<file path="config.mk">
export PLATFORM = sky130hd
export DESIGN_NAME = bfc_core
export DESIGN_NICKNAME = d
export VERILOG_FILES = /design/src/design/bfc_pkg.sv /design/src/design/bfc_core.sv
export SDC_FILE = /design/constraint.sdc
export NUM_CORES = 1
export LEC_CHECK = 0
export BUFFER_PORTS_ARGS = -buffer_cell sky130_fd_sc_hd__buf_2
export CORE_UTILIZATION = 45
export CTS_CLUSTER_DIAMETER = 200
export DETAILED_ROUTE_END_ITERATION = 6
export PLACE_DENSITY = 0.77
export SLEW_MARGIN = 0
export SYNTH_ARGS = -nofsm -noshare
export SYNTH_HDL_FRONTEND = slang
export SYNTH_SLANG_ARGS = --single-unit
</file>
<file path="constraint.sdc">
create_clock -name sys_clk -period 5.6 [get_ports sys_clk]
set_input_delay 0.56 -clock sys_clk [delete_from_list [all_inputs] [get_ports sys_clk]]
set_output_delay 0.56 -clock sys_clk [all_outputs]
set_load 0.02 [all_outputs]
</file>
<file path="src/design/bfc_pkg.sv">
// bus fault classify/stack package: frame layout, register map, carriers
// assumes one core clock domain shared by the bus controller and the block
package bfc_pkg;

  // fault status word bit positions
  localparam int unsigned SSW_TP = 15;
  localparam int unsigned SSW_MV = 14;
  localparam int unsigned SSW_TR = 12;
  localparam int unsigned SSW_B1 = 11;
  localparam int unsigned SSW_B0 = 10;
  localparam int unsigned SSW_RR = 9;
  localparam int unsigned SSW_RM = 8;
  localparam int unsigned SSW_IN = 7;
  localparam int unsigned SSW_RW = 6;
  localparam int unsigned SSW_LG = 5;
  localparam int unsigned SSW_SZ_LO = 3;
  localparam int unsigned SSW_FC_LO = 0;
  // bits that carry state; all others stack as zero and are ignored
  localparam logic [15:0] SSW_USED_MASK = 16'hdfff;
  localparam logic [15:0] SSW_RST = 16'h0000;

  // remaining size codes
  localparam logic [1:0] SIZE_LONG = 2'h0;
  localparam logic [1:0] SIZE_BYTE = 2'h1;
  localparam logic [1:0] SIZE_WORD = 2'h2;

  // block-move transfer count base
  localparam logic [7:0] XFER_BASE = 8'h10;

  // register map, byte addresses
  localparam int unsigned ADDR_W = 8;
  localparam logic [7:0] REG_SSW = 8'h00;
  localparam logic [7:0] REG_FADDR = 8'h04;
  localparam logic [7:0] REG_DBUF = 8'h08;
  localparam logic [7:0] REG_PC = 8'h0c;
  localparam logic [7:0] REG_SRFV = 8'h10;
  localparam logic [7:0] REG_XPC = 8'h14;
  localparam logic [7:0] REG_XCNT = 8'h18;
  localparam logic [7:0] REG_STAT = 8'h1c;

  // faulted bus cycle as reported by the bus controller
  typedef struct packed {
    logic [2:0] fc;
    logic [1:0] size;
    logic rd;
    logic long_hi;
    logic rmw;
    logic pref;
    logic mvx;
    logic released;
    logic exc;
    logic [31:0] addr;
    logic [31:0] data;
  } bfc_cyc_t;

  // core context sampled with a fault or a boundary
  typedef struct packed {
    logic [31:0] next_pc;
    logic [31:0] insn_pc;
    logic [15:0] sr;
    logic trace;
    logic bp1;
    logic bp0;
    logic exc_fault;
    logic [31:0] mv_addr;
    logic [4:0] mv_tries;
    logic [15:0] fv;
    logic six_word;
  } bfc_ctx_t;

  // rerun request towards the bus controller
  typedef struct packed {
    logic [2:0] fc;
    logic [1:0] size;
    logic rd;
    logic [31:0] addr;
    logic [31:0] data;
  } bfc_rerun_t;

  typedef enum logic [1:0] {
    ST_IDLE = 2'b00,
    ST_PEND = 2'b01,
    ST_RERUN = 2'b11,
    ST_HALT = 2'b10
  } bfc_state_t;

endpackage : bfc_pkg

</file>
<file path="src/design/bfc_core.sv">
// bus fault classifier, frame builder and unstack/rerun sequencer
// assumes bus controller and core signals are on sys_clk, registers on plain port
// Notes on behaviour
// (RQ1) function code stacked low, reloaded on rerun
// (RQ2) unused status bits stacked zero, ignored
// (RQ3) four fault categories
// (RQ4) released write taken at next boundary
// (RQ5) operand access while pending aborts instruction
// (RQ6) released write status pattern with rerun set
// (RQ7) released frame holds pc, sr, address, data
// (RQ8) reads, prefetches, locked cycles are restartable
// (RQ9) restartable fault aborts and restores address regs
// (RQ10) restartable clears trace/move/rerun, keeps breakpoints
// (RQ11) block-move transfers own category, fetches restartable
// (RQ12) block-move fault aborts without register restore
// (RQ13) block-move sets move bit, rerun on writes
// (RQ14) block-move frame: next address, 16 minus tries
// (RQ15) fault during fault processing halts
// (RQ16) exception-processing fault stacks faulted frame contents
// (RQ17) second half of long sets long flag
// (RQ18) return restores state, requeues pending traps
// (RQ19) only rerun bit tested; reload fields, rerun
// (RQ20) handler adjusts address and size for long
// (RQ21) handler clears rerun after software completion
// (RQ22) restartable fault refetches aborted instruction
// (RQ23) size code: long 00, byte 01, word 10
// (RQ24) direction set for reads, clear for writes
// (RQ25) status word field layout
`timescale 1ns/1ps
module bfc_core (
  input wire logic sys_clk,
  input wire logic rst_b,
  input wire logic [bfc_pkg::ADDR_W-1:0] reg_addr,
  input wire logic [31:0] reg_wdata,
  input wire logic reg_wr,
  input wire logic reg_rd,
  output logic [31:0] reg_rdata,
  input wire logic fault_valid,
  input wire bfc_pkg::bfc_cyc_t fault_cyc,
  input wire bfc_pkg::bfc_ctx_t core_ctx,
  input wire logic insn_boundary,
  input wire logic operand_access,
  input wire logic exception_return_op,
  input wire logic rerun_done,
  output logic exc_take,
  output logic abort_insn,
  output logic restore_ea_regs,
  output logic halt_double,
  output logic rerun_req,
  output bfc_pkg::bfc_rerun_t rerun_cyc,
  output logic rerun_discard,
  output logic requeue_trace,
  output logic [1:0] requeue_bp,
  output logic refetch_insn,
  output logic move_continue,
  output logic frame_rebuild
);
  import bfc_pkg::*;

  bfc_state_t state_r;
  logic [15:0] ssw_r;
  logic [31:0] faddr_r;
  logic [31:0] dbuf_r;
  logic [31:0] pc_r;
  logic [15:0] sr_r;
  logic [15:0] fv_r;
  logic [31:0] xpc_r;
  logic [7:0] xcnt_r;
  logic in_fault_exc_r;

  function automatic logic [15:0] build_ssw(input logic tp, input logic mv, input logic tr,
      input logic b1, input logic b0, input logic rr, input logic rm, input logic inb,
      input logic rw, input logic lg, input logic [1:0] sz, input logic [2:0] fc);
    logic [15:0] w;
    w = 16'h0000;
    w[SSW_TP] = tp;
    w[SSW_MV] = mv;
    w[SSW_TR] = tr;
    w[SSW_B1] = b1;
    w[SSW_B0] = b0;
    w[SSW_RR] = rr;
    w[SSW_RM] = rm;
    w[SSW_IN] = inb;
    w[SSW_RW] = rw;
    w[SSW_LG] = lg;
    w[SSW_SZ_LO +: 2] = sz;
    w[SSW_FC_LO +: 3] = fc;
    return w & SSW_USED_MASK; // RQ2 RQ25
  endfunction : build_ssw

  // classification of a fault seen in the idle state
  logic f_idle;
  logic f_double;
  logic f_exc;
  logic f_move;
  logic f_rel;
  logic f_rst;
  assign f_idle = fault_valid && (state_r == ST_IDLE);
  assign f_double = f_idle && fault_cyc.exc && core_ctx.exc_fault; // RQ15
  assign f_exc = f_idle && fault_cyc.exc && !core_ctx.exc_fault; // RQ3 RQ16
  assign f_move = f_idle && !fault_cyc.exc && fault_cyc.mvx && !fault_cyc.pref; // RQ11
  assign f_rel = f_idle && !fault_cyc.exc && !f_move && fault_cyc.released && !fault_cyc.rd;
  assign f_rst = f_idle && !fault_cyc.exc && !f_move && !f_rel; // RQ8

  logic pend_take;
  logic pend_abort;
  logic rte_go;
  assign pend_take = (state_r == ST_PEND) && (insn_boundary || operand_access); // RQ4
  assign pend_abort = (state_r == ST_PEND) && operand_access; // RQ5
  assign rte_go = exception_return_op && (state_r == ST_IDLE) && in_fault_exc_r;

  logic sw_wr_ssw;
  assign sw_wr_ssw = reg_wr && (reg_addr == REG_SSW);

  // sequencer
  always_ff @(posedge sys_clk or negedge rst_b) begin
    if (!rst_b) begin
      state_r <= ST_IDLE;
    end else begin
      unique case (state_r)
        ST_IDLE: begin
          if (f_double) begin
            state_r <= ST_HALT; // RQ15
          end else if (f_rel) begin
            state_r <= ST_PEND;
          end else if (rte_go && ssw_r[SSW_RR]) begin
            state_r <= ST_RERUN; // RQ19
          end
        end
        ST_PEND: begin
          if (pend_take) begin
            state_r <= ST_IDLE;
          end
        end
        ST_RERUN: begin
          if (rerun_done) begin
            state_r <= ST_IDLE;
          end
        end
        ST_HALT: begin
          state_r <= ST_HALT;
        end
      endcase
    end
  end

  // fault status word: hardware capture wins over a same-cycle software write
  always_ff @(posedge sys_clk or negedge rst_b) begin
    if (!rst_b) begin
      ssw_r <= SSW_RST;
    end else if (f_exc) begin
      ssw_r <= build_ssw(1'b1, 1'b0, core_ctx.trace, core_ctx.bp1, core_ctx.bp0, 1'b0,
        1'b0, 1'b0, fault_cyc.rd, fault_cyc.long_hi, fault_cyc.size, fault_cyc.fc); // RQ16
    end else if (f_move) begin
      ssw_r <= build_ssw(1'b0, 1'b1, core_ctx.trace, core_ctx.bp1, core_ctx.bp0,
        !fault_cyc.rd, 1'b0, fault_cyc.pref, fault_cyc.rd, fault_cyc.long_hi,
        fault_cyc.size, fault_cyc.fc); // RQ13 RQ24
    end else if (f_rel) begin
      ssw_r <= build_ssw(1'b0, 1'b0, core_ctx.trace, core_ctx.bp1, core_ctx.bp0, 1'b1,
        1'b0, 1'b0, 1'b0, fault_cyc.long_hi, fault_cyc.size, fault_cyc.fc); // RQ6 RQ17
    end else if (f_rst) begin
      ssw_r <= build_ssw(1'b0, 1'b0, 1'b0, core_ctx.bp1, core_ctx.bp0, 1'b0,
        fault_cyc.rmw, fault_cyc.pref, fault_cyc.rd, fault_cyc.long_hi,
        fault_cyc.size, fault_cyc.fc); // RQ10 RQ1
    end else if (pend_take) begin
      // pending traps refreshed when the released write is finally taken
      ssw_r[SSW_TR] <= core_ctx.trace; // RQ6
      ssw_r[SSW_B1] <= core_ctx.bp1;
      ssw_r[SSW_B0] <= core_ctx.bp0;
    end else if (sw_wr_ssw) begin
      ssw_r <= reg_wdata[15:0] & SSW_USED_MASK; // RQ2 RQ21
    end
  end

  // fault address, output buffer, transfer count
  always_ff @(posedge sys_clk or negedge rst_b) begin
    if (!rst_b) begin
      faddr_r <= 32'h0000_0000;
      dbuf_r <= 32'h0000_0000;
      xcnt_r <= 8'h00;
    end else if (f_move) begin
      faddr_r <= core_ctx.mv_addr; // RQ14
      dbuf_r <= fault_cyc.data;
      xcnt_r <= XFER_BASE - {3'h0, core_ctx.mv_tries}; // RQ14
    end else if (f_idle && !f_double) begin
      faddr_r <= fault_cyc.addr; // RQ7
      dbuf_r <= fault_cyc.data;
      xcnt_r <= 8'h00;
    end else if (reg_wr && reg_addr == REG_FADDR) begin
      faddr_r <= reg_wdata; // RQ20
    end else if (reg_wr && reg_addr == REG_DBUF) begin
      dbuf_r <= reg_wdata;
    end
  end

  // program counter, status register, faulted exception frame contents
  always_ff @(posedge sys_clk or negedge rst_b) begin
    if (!rst_b) begin
      pc_r <= 32'h0000_0000;
      sr_r <= 16'h0000;
      fv_r <= 16'h0000;
      xpc_r <= 32'h0000_0000;
    end else if (f_exc) begin
      pc_r <= core_ctx.next_pc; // RQ16
      sr_r <= core_ctx.sr;
      fv_r <= core_ctx.fv;
      xpc_r <= core_ctx.six_word ? core_ctx.insn_pc : 32'h0000_0000;
    end else if (f_move || f_rst) begin
      pc_r <= core_ctx.insn_pc; // RQ22
      sr_r <= core_ctx.sr;
    end else if (pend_take) begin
      pc_r <= core_ctx.next_pc; // RQ4 RQ7
      sr_r <= core_ctx.sr;
    end else if (reg_wr && reg_addr == REG_PC) begin
      pc_r <= reg_wdata;
    end else if (reg_wr && reg_addr == REG_SRFV) begin
      sr_r <= reg_wdata[15:0];
      fv_r <= reg_wdata[31:16];
    end else if (reg_wr && reg_addr == REG_XPC) begin
      xpc_r <= reg_wdata;
    end
  end

  // a fault exception is being handled until its return
  always_ff @(posedge sys_clk or negedge rst_b) begin
    if (!rst_b) begin
      in_fault_exc_r <= 1'b0;
    end else if (f_exc || f_move || f_rst || pend_take) begin
      in_fault_exc_r <= 1'b1;
    end else if (rte_go) begin
      in_fault_exc_r <= 1'b0;
    end
  end

  // exception entry strobes and the sticky double-fault halt flag
  always_ff @(posedge sys_clk or negedge rst_b) begin
    if (!rst_b) begin
      exc_take <= 1'b0;
      abort_insn <= 1'b0;
      restore_ea_regs <= 1'b0;
      halt_double <= 1'b0;
    end else begin
      exc_take <= f_exc || f_move || f_rst || pend_take; // RQ3
      abort_insn <= f_move || f_rst || pend_abort; // RQ5 RQ9 RQ12
      restore_ea_regs <= f_rst; // RQ9 RQ12
      halt_double <= halt_double || f_double; // RQ15
    end
  end

  // unstack strobes
  always_ff @(posedge sys_clk or negedge rst_b) begin
    if (!rst_b) begin
      requeue_trace <= 1'b0;
      requeue_bp <= 2'b00;
      refetch_insn <= 1'b0;
      move_continue <= 1'b0;
      frame_rebuild <= 1'b0;
    end else begin
      requeue_trace <= rte_go && ssw_r[SSW_TR]; // RQ18
      requeue_bp <= rte_go ? {ssw_r[SSW_B1], ssw_r[SSW_B0]} : 2'b00; // RQ18
      refetch_insn <= rte_go && !ssw_r[SSW_TP] && !ssw_r[SSW_MV] && !ssw_r[SSW_RR]; // RQ22
      move_continue <= rte_go && ssw_r[SSW_MV]; // RQ13
      frame_rebuild <= rte_go && ssw_r[SSW_TP] && !ssw_r[SSW_RR];
    end
  end

  // rerun request: fields reloaded from the stacked status word, fault address and data buffer
  always_ff @(posedge sys_clk or negedge rst_b) begin
    if (!rst_b) begin
      rerun_req <= 1'b0;
      rerun_cyc <= '0;
      rerun_discard <= 1'b0;
    end else if (rte_go && ssw_r[SSW_RR]) begin
      rerun_req <= 1'b1; // RQ19
      rerun_cyc.fc <= ssw_r[SSW_FC_LO +: 3]; // RQ1
      rerun_cyc.size <= ssw_r[SSW_SZ_LO +: 2]; // RQ23
      rerun_cyc.rd <= ssw_r[SSW_RW];
      rerun_cyc.addr <= faddr_r; // RQ18
      rerun_cyc.data <= dbuf_r;
      rerun_discard <= ssw_r[SSW_RW]; // RQ19
    end else if (state_r == ST_RERUN && rerun_done) begin
      rerun_req <= 1'b0;
      rerun_discard <= 1'b0;
    end
  end

  // register read port, data one cycle after the strobe
  always_ff @(posedge sys_clk or negedge rst_b) begin
    if (!rst_b) begin
      reg_rdata <= 32'h0000_0000;
    end else if (reg_rd) begin
      unique case (reg_addr)
        REG_SSW: reg_rdata <= {16'h0000, ssw_r};
        REG_FADDR: reg_rdata <= faddr_r;
        REG_DBUF: reg_rdata <= dbuf_r;
        REG_PC: reg_rdata <= pc_r;
        REG_SRFV: reg_rdata <= {fv_r, sr_r};
        REG_XPC: reg_rdata <= xpc_r;
        REG_XCNT: reg_rdata <= {24'h000000, xcnt_r};
        REG_STAT: reg_rdata <= {28'h0000000, in_fault_exc_r, halt_double, state_r};
        default: reg_rdata <= 32'h0000_0000;
      endcase
    end
  end
endmodule : bfc_core

</file>
* After elaboration in Yosys (flattened, before gate mapping)
Index checks and enable logic that the tools add are counted.
Word-level totals: bits in registers 301, bits of input ports 263, output and inout port bits 114, word-level logic and storage cells 167
Cells by class: $add $sub $neg 1, equal/unequal tests 20, mux-type cells 51, reduce and logical (&&, ||, !) cells 67
Operators by type and width (count):
- two-way mux 32 bit | 18
- one-hot mux 32 bit (8 select lines) | 1
- two-way mux 16 bit | 15
- equality test 8 x 5 -> 1 bit, second input constant | 4
- logical AND 1 bit | 31
- equality test 8 x 4 -> 1 bit, second input constant | 2
- two-way mux 8 bit | 2
- two-way mux 2 bit | 6
- inequality test 2 bit, second input constant | 6
- zero test 1 bit | 10
- two-way mux 10 bit | 1
- nonzero test 2 bit | 5
- equality test 8 x 3 -> 1 bit, second input constant | 1
- zero test 8 bit | 1
- inequality test 4 x 3 -> 1 bit, second input constant | 2
- one-hot mux 2 bit (4 select lines) | 1
- nonzero test 4 bit | 2
- logical OR 1 bit | 7
- two-way mux 3 bit | 2
- AND reduction 2 bit | 3
- nonzero test 3 bit | 2
- nonzero test 6 bit | 1
- subtractor 5 x 5 -> 6 bit, first input constant | 1
- two-way mux 1 bit | 5
- 9 further kinds | 10

* Depth between registers and ports, before layout
Gate-level depths: netlist of run 1.
depth after elaboration 15, depth in mapped cells 9, mapped depth without buffers 5

* Worst setup path before layout of run 1
OpenSTA, ideal clock, no wires.
path type input -> register, from input fault_cyc[64] (netlist bit), to register pc_r[29], setup time 127 ps, data arrival time 2198 ps, data required time 5473 ps, slack 3275 ps, cell stages on the path 7, buffers on the path 2, cell sequence buf_2 nor4b_2 a21boi_2 buf_2 mux2i_1 o21ai_1 mux2_1
Between the ends: longest elaborated chain between the ends 13, elaborated cells on any way between the ends 16, classes of those cells 2 x mux; 14 x reduce/logical
RTL lines:
- start, declared | line bfc_core.sv:39 | input wire bfc_pkg::bfc_cyc_t fault_cyc,
- zero test 1 bit | line bfc_core.sv:101, bfc_core.sv:102, bfc_core.sv:103
- logical AND 1 bit | line bfc_core.sv:101, bfc_core.sv:102, bfc_core.sv:103
- logical AND 1 bit (2 in a row) | line bfc_core.sv:101 | assign f_move = f_idle && !fault_cyc.exc && fault_cyc.mvx && !fault_cyc.pref;
- zero test 1 bit | line bfc_core.sv:102, bfc_core.sv:103
- logical AND 1 bit | line bfc_core.sv:102, bfc_core.sv:103
- logical AND 1 bit (2 in a row) | line bfc_core.sv:102 | assign f_rel = f_idle && !fault_cyc.exc && !f_move && fault_cyc.released && !fault_cyc.rd;
- zero test 1 bit | line bfc_core.sv:103 | assign f_rst = f_idle && !fault_cyc.exc && !f_move && !f_rel;
- logical AND 1 bit | line bfc_core.sv:103
- logical OR 1 bit | line bfc_core.sv:208 | end else if (f_move || f_rst) begin
- two-way mux 32 bit | line bfc_core.sv:208
- two-way mux 32 bit | line bfc_core.sv:203 | end else if (f_exc) begin
- end signal, assigned | line bfc_core.sv:204 | pc_r <= core_ctx.next_pc;
- end signal, assigned | line bfc_core.sv:209 | pc_r <= core_ctx.insn_pc;
- end signal, assigned | line bfc_core.sv:212 | pc_r <= core_ctx.next_pc;
- end, declared | line bfc_core.sv:64 | logic [31:0] pc_r;
Several ways; a longest one is shown, not always the timed one. A chain may end at the register's enable or synchronous reset.

* Worst setup path in the final report of run 1
from register state_r[1], to register pc_r[6]
Between the ends: longest elaborated chain between the ends 14, elaborated cells on any way between the ends 20, classes of those cells 1 x eq/ne; 3 x mux; 16 x reduce/logical
RTL lines:
- start, declared | line bfc_core.sv:60 | bfc_state_t state_r;
- start signal, assigned | line bfc_core.sv:118 | state_r <= ST_IDLE;
- start signal, assigned | line bfc_core.sv:123 | state_r <= ST_HALT;
- start signal, assigned | line bfc_core.sv:125 | state_r <= ST_PEND;
- zero test 2 bit | line bfc_core.sv:98 | assign f_idle = fault_valid && (state_r == ST_IDLE);
- logical AND 1 bit | line bfc_core.sv:98
- logical AND 1 bit | line bfc_core.sv:101, bfc_core.sv:102, bfc_core.sv:103
- logical AND 1 bit (2 in a row) | line bfc_core.sv:101
- zero test 1 bit | line bfc_core.sv:102, bfc_core.sv:103
- logical AND 1 bit | line bfc_core.sv:102, bfc_core.sv:103
- logical AND 1 bit (2 in a row) | line bfc_core.sv:102
- zero test 1 bit | line bfc_core.sv:103
- logical AND 1 bit | line bfc_core.sv:103
- logical OR 1 bit | line bfc_core.sv:208
- two-way mux 32 bit | line bfc_core.sv:208
- two-way mux 32 bit | line bfc_core.sv:203
Several ways; a longest one is shown, not always the timed one.

==> results of run 1 <==
[path summary, 6_finish.rpt]
path / start / to / slack [ns] / cells past startpoint
setup / recovery: state_r[1] / pc_r[6] / 2.37 / 5
hold / removal: rst_b / dbuf_r[8] / 0.05 / 1
setup reg to reg: state_r[1] / pc_r[6] / 2.37 / 5
hold reg to reg: rerun_cyc[48] / rerun_cyc[48] / 0.47 / 2
max in group asynchronous: rst_b / rerun_discard / 4.11 / 2
min in group sys_clk: fault_cyc[20] / dbuf_r[20] / 0.25 / 3
[cell families (layout without fill, tap and decap cells)]
| family | count (synthesis) | after routing | synth area share |
|---|---|---|---|
| fa+ha+maj | 1 | 1 | 0.000839 |
| xor+xnor | 2 | 2 | 0.00117 |
| mux | 202 | 202 | 0.149 |
| simple gates | 445 | 445 | 0.131 |
| other cells | 0 | 11 | 0 |
| buf+inv | 154 | 487 | 0.0454 |
| compound gates | 380 | 380 | 0.173 |
| flops | 298 | 298 | 0.500 |
[where the power goes]
group	total, W	switching [W]	internal, W
combinational	0.00183	0.000975	0.000850
sequential	0.00361	0.000629	0.00298
clock	0.00222	0.000883	0.00134
total	0.00766	0.00249	0.00517
[metrics by stage]
step / instance area [um2] / setup slack, ns / cells / hold slack [ns]
after global placement: 17100 / 2.23 / 2200 / 0.457
after floorplan: 14900 / 3.27 / 1482 / 0.264
after global routing: 18200 / 2.22 / 2266 / 0.103
after detailed placement: 17100 / 2.16 / 2200 / 0.458
after CTS: 18200 / 2.45 / 2257 / 0.0780
final: 18200 / 2.37 / 2268 / 0.0545
[critical path, stage by stage (launching register included)]
cell and delay [ns]:
dfrtp_1 0.57, nor2b_1 0.20, nand2_1 0.79, nand3_4 0.49, nor2b_2 0.83, a221o_1 0.27
[flip-flops by register name, summed over array words and instances (netlist names)]
name	cells
ssw_r	15
abort_insn	1
rerun_discard	1
refetch_insn	1
state_r	2
sr_r	16
in_fault_exc_r	1
halt_double	1
exc_take	1
rerun_req	1
reg_rdata	32
dbuf_r	32
fv_r	16
pc_r	32
xcnt_r	6
xpc_r	32
move_continue	1
frame_rebuild	1
requeue_bp	2
requeue_trace	1
restore_ea_regs	1
faddr_r	32
rerun_cyc	70
[placed cells by master, fill, tap and decap left out, types with 9 or more instances in the layout]
master	count
buf_2	375
dfrtp_1	298
nand2_1	294
mux2i_1	118
o21ai_0	108
mux2_2	68
nand3_1	59
nor2_1	48
a21oi_1	40
a21o_1	35
clkbuf_16	35
inv_1	34
a311oi_1	33
a22oi_1	23
o22ai_1	23
a22o_1	21
buf_4	19
a221oi_1	18
o21ai_1	18
o32ai_1	17
a221o_1	16
diode_2	11
mux4_2	9
[metal layers]
| metal | vias to the layer above | wire, um | track usage |
|---|---|---|---|
| li1 | 5971 | - | - |
| met1 | 6528 | 20900 | 0.394 |
| met2 | 732 | 23100 | 0.465 |
| met3 | 136 | 4690 | 0.0646 |
| met4 | 2 | 2290 | 0.144 |
| met5 | - | 15 | 0 |
[layout make-up]
cell class | count | area share
Antenna cell | 11 | 0.00151
Clock buffer | 49 | 0.0554
Clock inverter | 8 | 0.00550
Inverter | 34 | 0.00701
Multi-Input combinational cell | 1030 | 0.378
Sequential cell | 298 | 0.410
Tap cell | 442 | 0.0304
Timing Repair Buffer | 396 | 0.113
==> flow_metrics.tcl, run 1 <==
set metrics [dict create \
    run_status "finished clean" \
    slew_viol_final 0 \
    grt_max_degree 136 \
    antenna_found_initial 12 \
    clkSinkCount 298 \
    max_slew_margin 0.203 \
    cts_resized 0 \
    power_w 0.00766 \
    postCtsSetupRepairBufs 0 \
    endpoint_kind "flop" \
    syn_area_mm2 0.0149 \
    postSynthAreaPerCell_um2 10.1 \
    synth_top_area_frac 0.500 \
    clkLatencyLatePin_ns 0.51 \
    route.detailed.drc 0 \
    rows 66 \
    grt_pass1_wl_um 76800 \
    tightest_slew_ns 1.19 \
    syn-num-nets 1746 \
    synthTopCellsByArea "dfrtp_1 50%, mux2i_1 7.9%, nand2_1 7.4%" \
    fin_nets 2058 \
    yosysMostFrequentCell "dfrtp_1" \
    holdBufCountCts 0 \
    first_pass_iters 6 \
    totalWireLength_um 50900 \
    synthFlopType "dfrtp_1" \
    cts_tree "yes" \
    drv_cap 0 \
    die_x_um 184 \
    finalCritPeriodShare 0.577 \
    root_buffer "clkbuf_16" \
    clock_skew_ns 0.0204 \
    min_period_ns 3.23 \
    drt-wirelength-per-cell_um 22.5 \
    areaGrowthSynthToFinish_pct 22.0 \
    fp.dieH_um 184 \
    ant_nets 0 \
    synth_edf_count 0 \
    required_ns 6.04 \
    start_kind "flop" \
    fin_util 0.559 \
    peakVddDrop_v 0.000257 \
    hpwlAfterDp_um 35900 \
    vias 13400 \
    place_congestion 0.926 \
    seq_area_mm2 0.00746 \
    start_util 0.458 \
    setup_viol 0 \
    n_fill_cell 2909 \
    grt.total_usage 0.298 \
    io_buffer_count 376 \
    multi_input_area_mm2 0.00687 \
    rsz0062_at_grt "false" \
    max_freq_mhz 310 \
    synthCells 1482 \
    synthArstFlopShare 1.00 \
    cp_data_arrival_time_ns 3.67 \
    clkTransAtPathRegs_ns 0.06 \
    yosysTopAreaCell "dfrtp_1" \
    yosysWarnings 0 \
    cts_made_buffers 34 \
    ys_seq_elements 298 \
    dr.first_iter.drc_count 1388 \
    routed_via_density 5.89 \
    grt_pass1_vias 13300 \
    synth_cell_type_count 62 \
    clk_path_buf_depth 3 \
    path_class "reg -> reg" \
    yosys-top-cells-count "298 x dfrtp_1, 295 x nand2_1, 118 x mux2i_1, 108 x o21ai_0, 69 x clkbuf_1" \
    die_area_mm2 0.0339 \
    cellPowerDensity_mw_per_mm2 421 \
    io_pins 377 \
    grt.overflow.total 0 \
    tns_ns 0 \
    cts_max_level 2 \
    hold_viol 0 \
    drive_gt1_frac 0.302 \
    hold_class "in -> async" \
    core_area_mm2 0.0325 \
    worstPathMaxFanout 35 \
    p_leak_nw 8.86 \
    seq_area_frac_synth 0.500 \
]
Note: power is estimated with default switching activity, not from simulation.
==> run 2: changes to the inputs <==
==> constraint.sdc (replaced) <==
create_clock -name sys_clk -period 3.1 [get_ports sys_clk]
set_input_delay 0.31 -clock sys_clk [delete_from_list [all_inputs] [get_ports sys_clk]]
set_output_delay 0.31 -clock sys_clk [all_outputs]
set_load 0.02 [all_outputs]
==> run 2 against run 1 <==
Maximum frequency rose by 19%. Hold slack got worse by 0.047 ns. Sequential power rose by 80%. Critical path depth up 1. Combinational power grew 84%. First-iteration DRC count increased by 1.9%. Largest power group unchanged. Clock skew fell by 0.0043 ns. Non-clock buffer count grew 44. Clock-buffer cell count shrank 3. Power increased by 84%. Register-to-register slack got worse by 2.0 ns. Worst setup slack worse by 2.0 ns. Largest cell class unchanged.
==> flow_metrics.tcl, run 2 (same netlist as run 1, synthesis figures left out) <==
set metrics [dict create \
    final_common_cell "buf_2" \
    clk_path_buf_depth 3 \
    clkTransAtPathRegs_ns 0.06 \
    drive_gt1_frac 0.313 \
    cp_num_buf_inv 1 \
    clkSinkCount 298 \
    peakVddDrop_v 0.000433 \
    cts_resized 0 \
    n_fill_cell 2852 \
    rsz0062_at_grt "false" \
    start_util 0.458 \
    fp.dieH_um 184 \
    grt.overflow.total 0 \
    cts_max_level 2 \
    fin_hold_ws_ns 0.00774 \
    cp_data_arrival_time_ns 3.17 \
    drt-wirelength-per-cell_um 22.7 \
    clock_skew_ns 0.0162 \
    hpwlAfterDp_um 37900 \
    run_status "finished clean" \
    antenna_found_initial 16 \
    place_congestion 0.932 \
    multi_input_area_mm2 0.00687 \
    route.detailed.drc 0 \
    rows 66 \
    grt.total_usage 0.309 \
    grt_pass1_wl_um 79200 \
    totalWireLength_um 52800 \
    vias 13800 \
    tightest_slew_ns 0.991 \
    p_leak_nw 9.11 \
    seq_area_mm2 0.00746 \
    cts_made_buffers 34 \
    fin_nets 2102 \
    die_area_mm2 0.0339 \
    max_slew_margin 0.339 \
    finalInstanceArea_mm2 0.0187 \
    required_ns 3.55 \
    min_period_ns 2.72 \
    setup_viol 0 \
    tns_ns 0 \
    endpoint_kind "flop" \
    start_kind "flop" \
    slew_viol_final 0 \
    grt_pass1_vias 13600 \
    worstPathMaxFanout 17 \
    slowest_stage "nor3_4" \
    cellPowerDensity_mw_per_mm2 754 \
    finalCritPeriodShare 0.878 \
    r2r-start "state_r[0]" \
    areaGrowthSynthToFinish_pct 25.3 \
    dpl-instance-area_mm2 0.0173 \
    fin_util 0.574 \
    max_freq_mhz 367 \
    drv_cap 0 \
    hold_class "in -> reg" \
    ant_nets 0 \
    dr.first_iter.drc_count 1415 \
    hold_start "fault_cyc[12]" \
    critPathLaunch "state_r[0]" \
    path_delay_family "simple AND/OR/NAND/NOR gates" \
    crit_chain "or3b_1 -> nor3_4 -> buf_4 -> nand2_1 -> a311oi_1 -> a21o_1" \
    path_class "reg -> reg" \
    largest_register_ffs 70 \
    hold_viol 0 \
    cts_tree "yes" \
    io_pins 377 \
    clkLatencyLatePin_ns 0.52 \
    die_x_um 184 \
    io_buffer_count 376 \
    routed_via_density 5.94 \
    top_register "rerun_cyc" \
    mostFrequentLayoutCells "375 x buf_2, 298 x dfrtp_1, 294 x nand2_1" \
    crit_path_max_incr_delay_ns 0.61 \
    first_pass_iters 6 \
    grt_max_degree 112 \
    core_area_mm2 0.0325 \
    root_buffer "clkbuf_16" \
]
run 2: stage by stage:
step | power (W) | instances | setup WS [ns]
final | 0.0141 | 2321 | 0.377
after global routing | 0.0147 | 2318 | 0.325
after global placement | 0.00965 | 2230 | 0.526
after CTS | 0.0141 | 2306 | 0.444
after floorplan | 0.00829 | 1482 | 0.891
after detailed placement | 0.00985 | 2230 | 0.491
run 2: layout make-up:
| cell class | instances | share of cell area |
|---|---|---|
| antenna | 15 | 0.00201 |
| clock buffer | 46 | 0.0512 |
| clock inverter | 16 | 0.0113 |
| inverter | 34 | 0.00683 |
| multi-input combinational | 1030 | 0.368 |
| sequential | 298 | 0.399 |
| tap | 442 | 0.0296 |
| timing repair buffer | 440 | 0.132 |
run 2: final timing paths:
check	end	slack (ns)	cells after the start
max	faddr_r[22]	0.38	6
min	dbuf_r[12]	0.008	3
max reg2reg	faddr_r[22]	0.38	6
min reg2reg	rerun_cyc[54]	0.47	2
max in group asynchronous	rerun_cyc[20]	1.76	3
min in group asynchronous	rerun_cyc[11]	0.48	2
run 2: repair_timing:
| item | in CTS | in global routing |
|---|---|---|
| endpoints found under the setup margin | 0 | 0 |
| hold endpoints to repair | 114 | 0 |
| hold buffers | 14 | 0 |
| buffers inserted | 0 | 0 |
run 2: per-layer routing:
| metal | up-vias | share of wire | wire length (um) | GRT usage |
|---|---|---|---|---|
| li1 | 6075 | - | - | - |
| met1 | 6765 | 0.40 | 21100 | 0.409 |
| met2 | 788 | 0.47 | 24600 | 0.490 |
| met3 | 152 | 0.092 | 4870 | 0.0612 |
| met4 | 4 | 0.041 | 2140 | 0.137 |
| met5 | - | 0.00049 | 26 | 0 |
run 2: power breakdown:
group	internal [W]	leakage (nW)	switching, W
clock network	0.00252	0.570	0.00169
logic	0.00157	4.70	0.00180
registers	0.00538	3.84	0.00112
total	0.00947	9.11	0.00461
run 2: worst min-delay path, stage by stage:
cell     delay [ns]
buf_2          0.08
nand2_1        0.04
o21ai_0        0.05
==> run 3: changes to the inputs <==
--- a/config.mk
+++ b/config.mk
@@ -5,10 +5,12 @@
 export SDC_FILE = /design/constraint.sdc
 export NUM_CORES = 1
 export LEC_CHECK = 0
+export ABC_AREA = 1
 export BUFFER_PORTS_ARGS = -buffer_cell sky130_fd_sc_hd__buf_2
 export CORE_UTILIZATION = 45
 export CTS_CLUSTER_DIAMETER = 200
 export DETAILED_ROUTE_END_ITERATION = 6
+export GPL_ROUTABILITY_DRIVEN = 0
 export PLACE_DENSITY = 0.77
 export SLEW_MARGIN = 0
 export SYNTH_ARGS = -nofsm -noshare
==> run 3 against run 2 <==
Flip-flop and latch count is the same. Cell count increased by 34%. Power up 11%. Final area rose by 2.9%. Routed wire length up 10%. Die area is 6.6% higher. Non-clock buffer count fell by 18. Worst setup slack gained 0.42 ns. Synthesized cell count grew 56%. Critical path type unchanged.
==> flow_metrics.tcl, run 3 <==
set metrics [dict create \
    grt.total_usage 0.318 \
    worstPathMaxFanout 32 \
    power.net_switching_w 0.00621 \
    cts_tree "yes" \
    mostFrequentLayoutCells "1,075 x nand2_1, 375 x buf_2, 298 x dfrtp_1" \
    ys_seq_elements 298 \
    die_x_um 190 \
    tightest_slew_ns 1.09 \
    p_seq_frac 0.426 \
    setup_viol 0 \
    hpwlAfterDp_um 43400 \
    drt-wirelength-per-cell_um 18.7 \
    p_leak_nw 10.8 \
    routed_via_density 5.45 \
    max_slew_margin 0.269 \
    r2r_cells 10 \
    start_kind "flop" \
    yosys-top-cells-count "1,076 x nand2_1, 298 x dfrtp_1, 242 x nand3_1, 186 x nor2_1, 143 x inv_1" \
    peakVddDrop_v 0.000517 \
    start_util 0.459 \
    largest_register_ffs 70 \
    path_class "reg -> reg" \
    cp_data_arrival_time_ns 2.78 \
    io_buffer_count 376 \
    hold_viol 0 \
    synth_cell_type_count 35 \
    grt_pass1_wl_um 88900 \
    dr.first_iter.drc_count 2147 \
    run_status "finished clean" \
    ant_nets 0 \
    seq_area_frac_synth 0.469 \
    synthFlopType "dfrtp_1" \
    required_ns 3.58 \
    syn-num-nets 2576 \
    yosysMostFrequentCell "nand2_1" \
    core_area_mm2 0.0347 \
    antenna_found_initial 7 \
    r2r-start "state_r[1]" \
    cts_resized 0 \
    clkTransAtPathRegs_ns 0.07 \
    p_comb_frac 0.338 \
    slew_viol_final 0 \
    synthCells 2312 \
    totalWireLength_um 58200 \
    drive_gt1_frac 0.191 \
    yosysWarnings 0 \
    cts_made_buffers 31 \
    intPower_w 0.00944 \
    top_register "rerun_cyc" \
    hold_class "in -> reg" \
    endpoint_kind "flop" \
    whs_path_depth 3 \
    grt.overflow.total 0 \
    synthArstFlopShare 1.00 \
    whs_endpoint "sr_r[6]" \
    finalCritPeriodShare 0.743 \
    max_freq_mhz 434 \
    synthTopCellsByArea "dfrtp_1 47%, nand2_1 25%, nand3_1 7.6%" \
    io_pins 377 \
    rows 68 \
    r2r_slack_ns 0.80 \
    vias 17000 \
    clockPowerShare 0.236 \
    clkLatencyLatePin_ns 0.57 \
    areaGrowthSynthToFinish_pct 20.8 \
    grt_max_degree 95 \
    first_pass_iters 5 \
    drv_cap 0 \
    synth_edf_count 0 \
    min_period_ns 2.30 \
    swShare 0.397 \
    rsz0062_at_grt "false" \
    clk_path_buf_depth 3 \
    cts_max_level 1 \
    syn_area_mm2 0.0159 \
    dp_cells 3054 \
    clock_skew_ns 0.0145 \
    r2r_end "fv_r[10]" \
    postCtsSetupRepairBufs 0 \
    root_buffer "clkbuf_16" \
    power_w 0.0157 \
    layout.cells.non_filler 3115 \
    fp.dieH_um 190 \
    fin_nets 2901 \
    hold_start "core_ctx[64]" \
    grt_pass1_vias 15700 \
    tns_ns 0 \
    cellPowerDensity_mw_per_mm2 814 \
    yosysTopAreaCell "dfrtp_1" \
    route.detailed.drc 0 \
    die_area_mm2 0.0361 \
    postSynthAreaPerCell_um2 6.88 \
    synth_top_area_frac 0.469 \
    final_common_cell "nand2_1" \
    clkSinkCount 298 \
]
==> run 3: changes by cell type after synthesis, sizes merged, moves of 75 or more <==
cell and change:
nand3 +185, nor2 +148, mux2 -75, inv +118, nand2 +788, mux2i -118
==> run 3: cell type report <==
cell class | instances | area (um2)
Inverter | 154 | 578
Clock inverter | 11 | 105
Antenna cell | 4 | 10.0
Multi-Input combinational cell | 1730 | 7270
Sequential cell | 298 | 7460
Timing Repair Buffer | 422 | 2350
Fill cell | 3344 | 15500
Tap cell | 455 | 569
Clock buffer | 41 | 883
==> run 3: worst max path at each step <==
stage                    endpoint         from
finish                   fv_r[10]   state_r[1]
CTS                      fv_r[12]   state_r[1]
global route              fv_r[0]   state_r[1]
global placement    reg_rdata[28]  reg_addr[7]
detailed placement       sr_r[10]  reg_addr[7]
floorplan             faddr_r[21]   state_r[0]
==> run 3: logic make-up after synthesis <==
family,count (synthesis),share of synthesized area
buffers and inverters,284,0.0757
and+or+nand+nor,1536,0.389
xor gates and xnor gates,1,0.000550
adders and majority gates,1,0.000786
DFF,298,0.469
AOI/OAI and AO/OA,192,0.0659
==> run 3: critical path, cell delays in order, from the launching register on <==
cell and delay [ns]:
dfrtp_1 0.47, inv_1 0.09, nand2_1 0.18, inv_2 0.07
nand2_4 0.12, inv_2 0.10, nor2_4 0.32, nand2_1 0.13
nand2_2 0.48, nand2_1 0.11, o21ai_1 0.12
==> run 3: stage by stage <==
step | util | setup slack, ns | hold WS (ns) | area, um2
finish | 0.554 | 0.796 | 0.000878 | 19200
CTS | 0.553 | 0.852 | 0.00287 | 19200
global route | 0.553 | 0.579 | 0.0138 | 19200
floorplan | - | 1.47 | 0.0144 | 15900
detailed placement | 0.523 | 0.740 | 0.380 | 18200
global placement | 0.523 | 0.827 | 0.383 | 18200
==> run 3: what timing repair did <==
item                       in CTS  in global routing
hold endpoints to repair       91                  0
setup endpoints to repair       0                  0
hold buffers                    5                  0
==> run 3: power by group through the flow <==
stage / combinational (W) / clock [W] / sequential (W)
final: 0.00529 / 0.00370 / 0.00666
after global routing: 0.00591 / 0.00386 / 0.00683
after CTS: 0.00525 / 0.00371 / 0.00662
after detailed placement: 0.00522 / 0 / 0.00667
after global placement: 0.00506 / 0 / 0.00660
after floorplan: 0.00304 / 0 / 0.00686
==> run 3: metal layers <==
| layer | routed length (um) | GRT usage |
|---|---|---|
| met5 | 38 | 0 |
| met3 | 7020 | 0.0732 |
| met2 | 23900 | 0.450 |
| met1 | 24200 | 0.457 |
| met4 | 3060 | 0.155 |
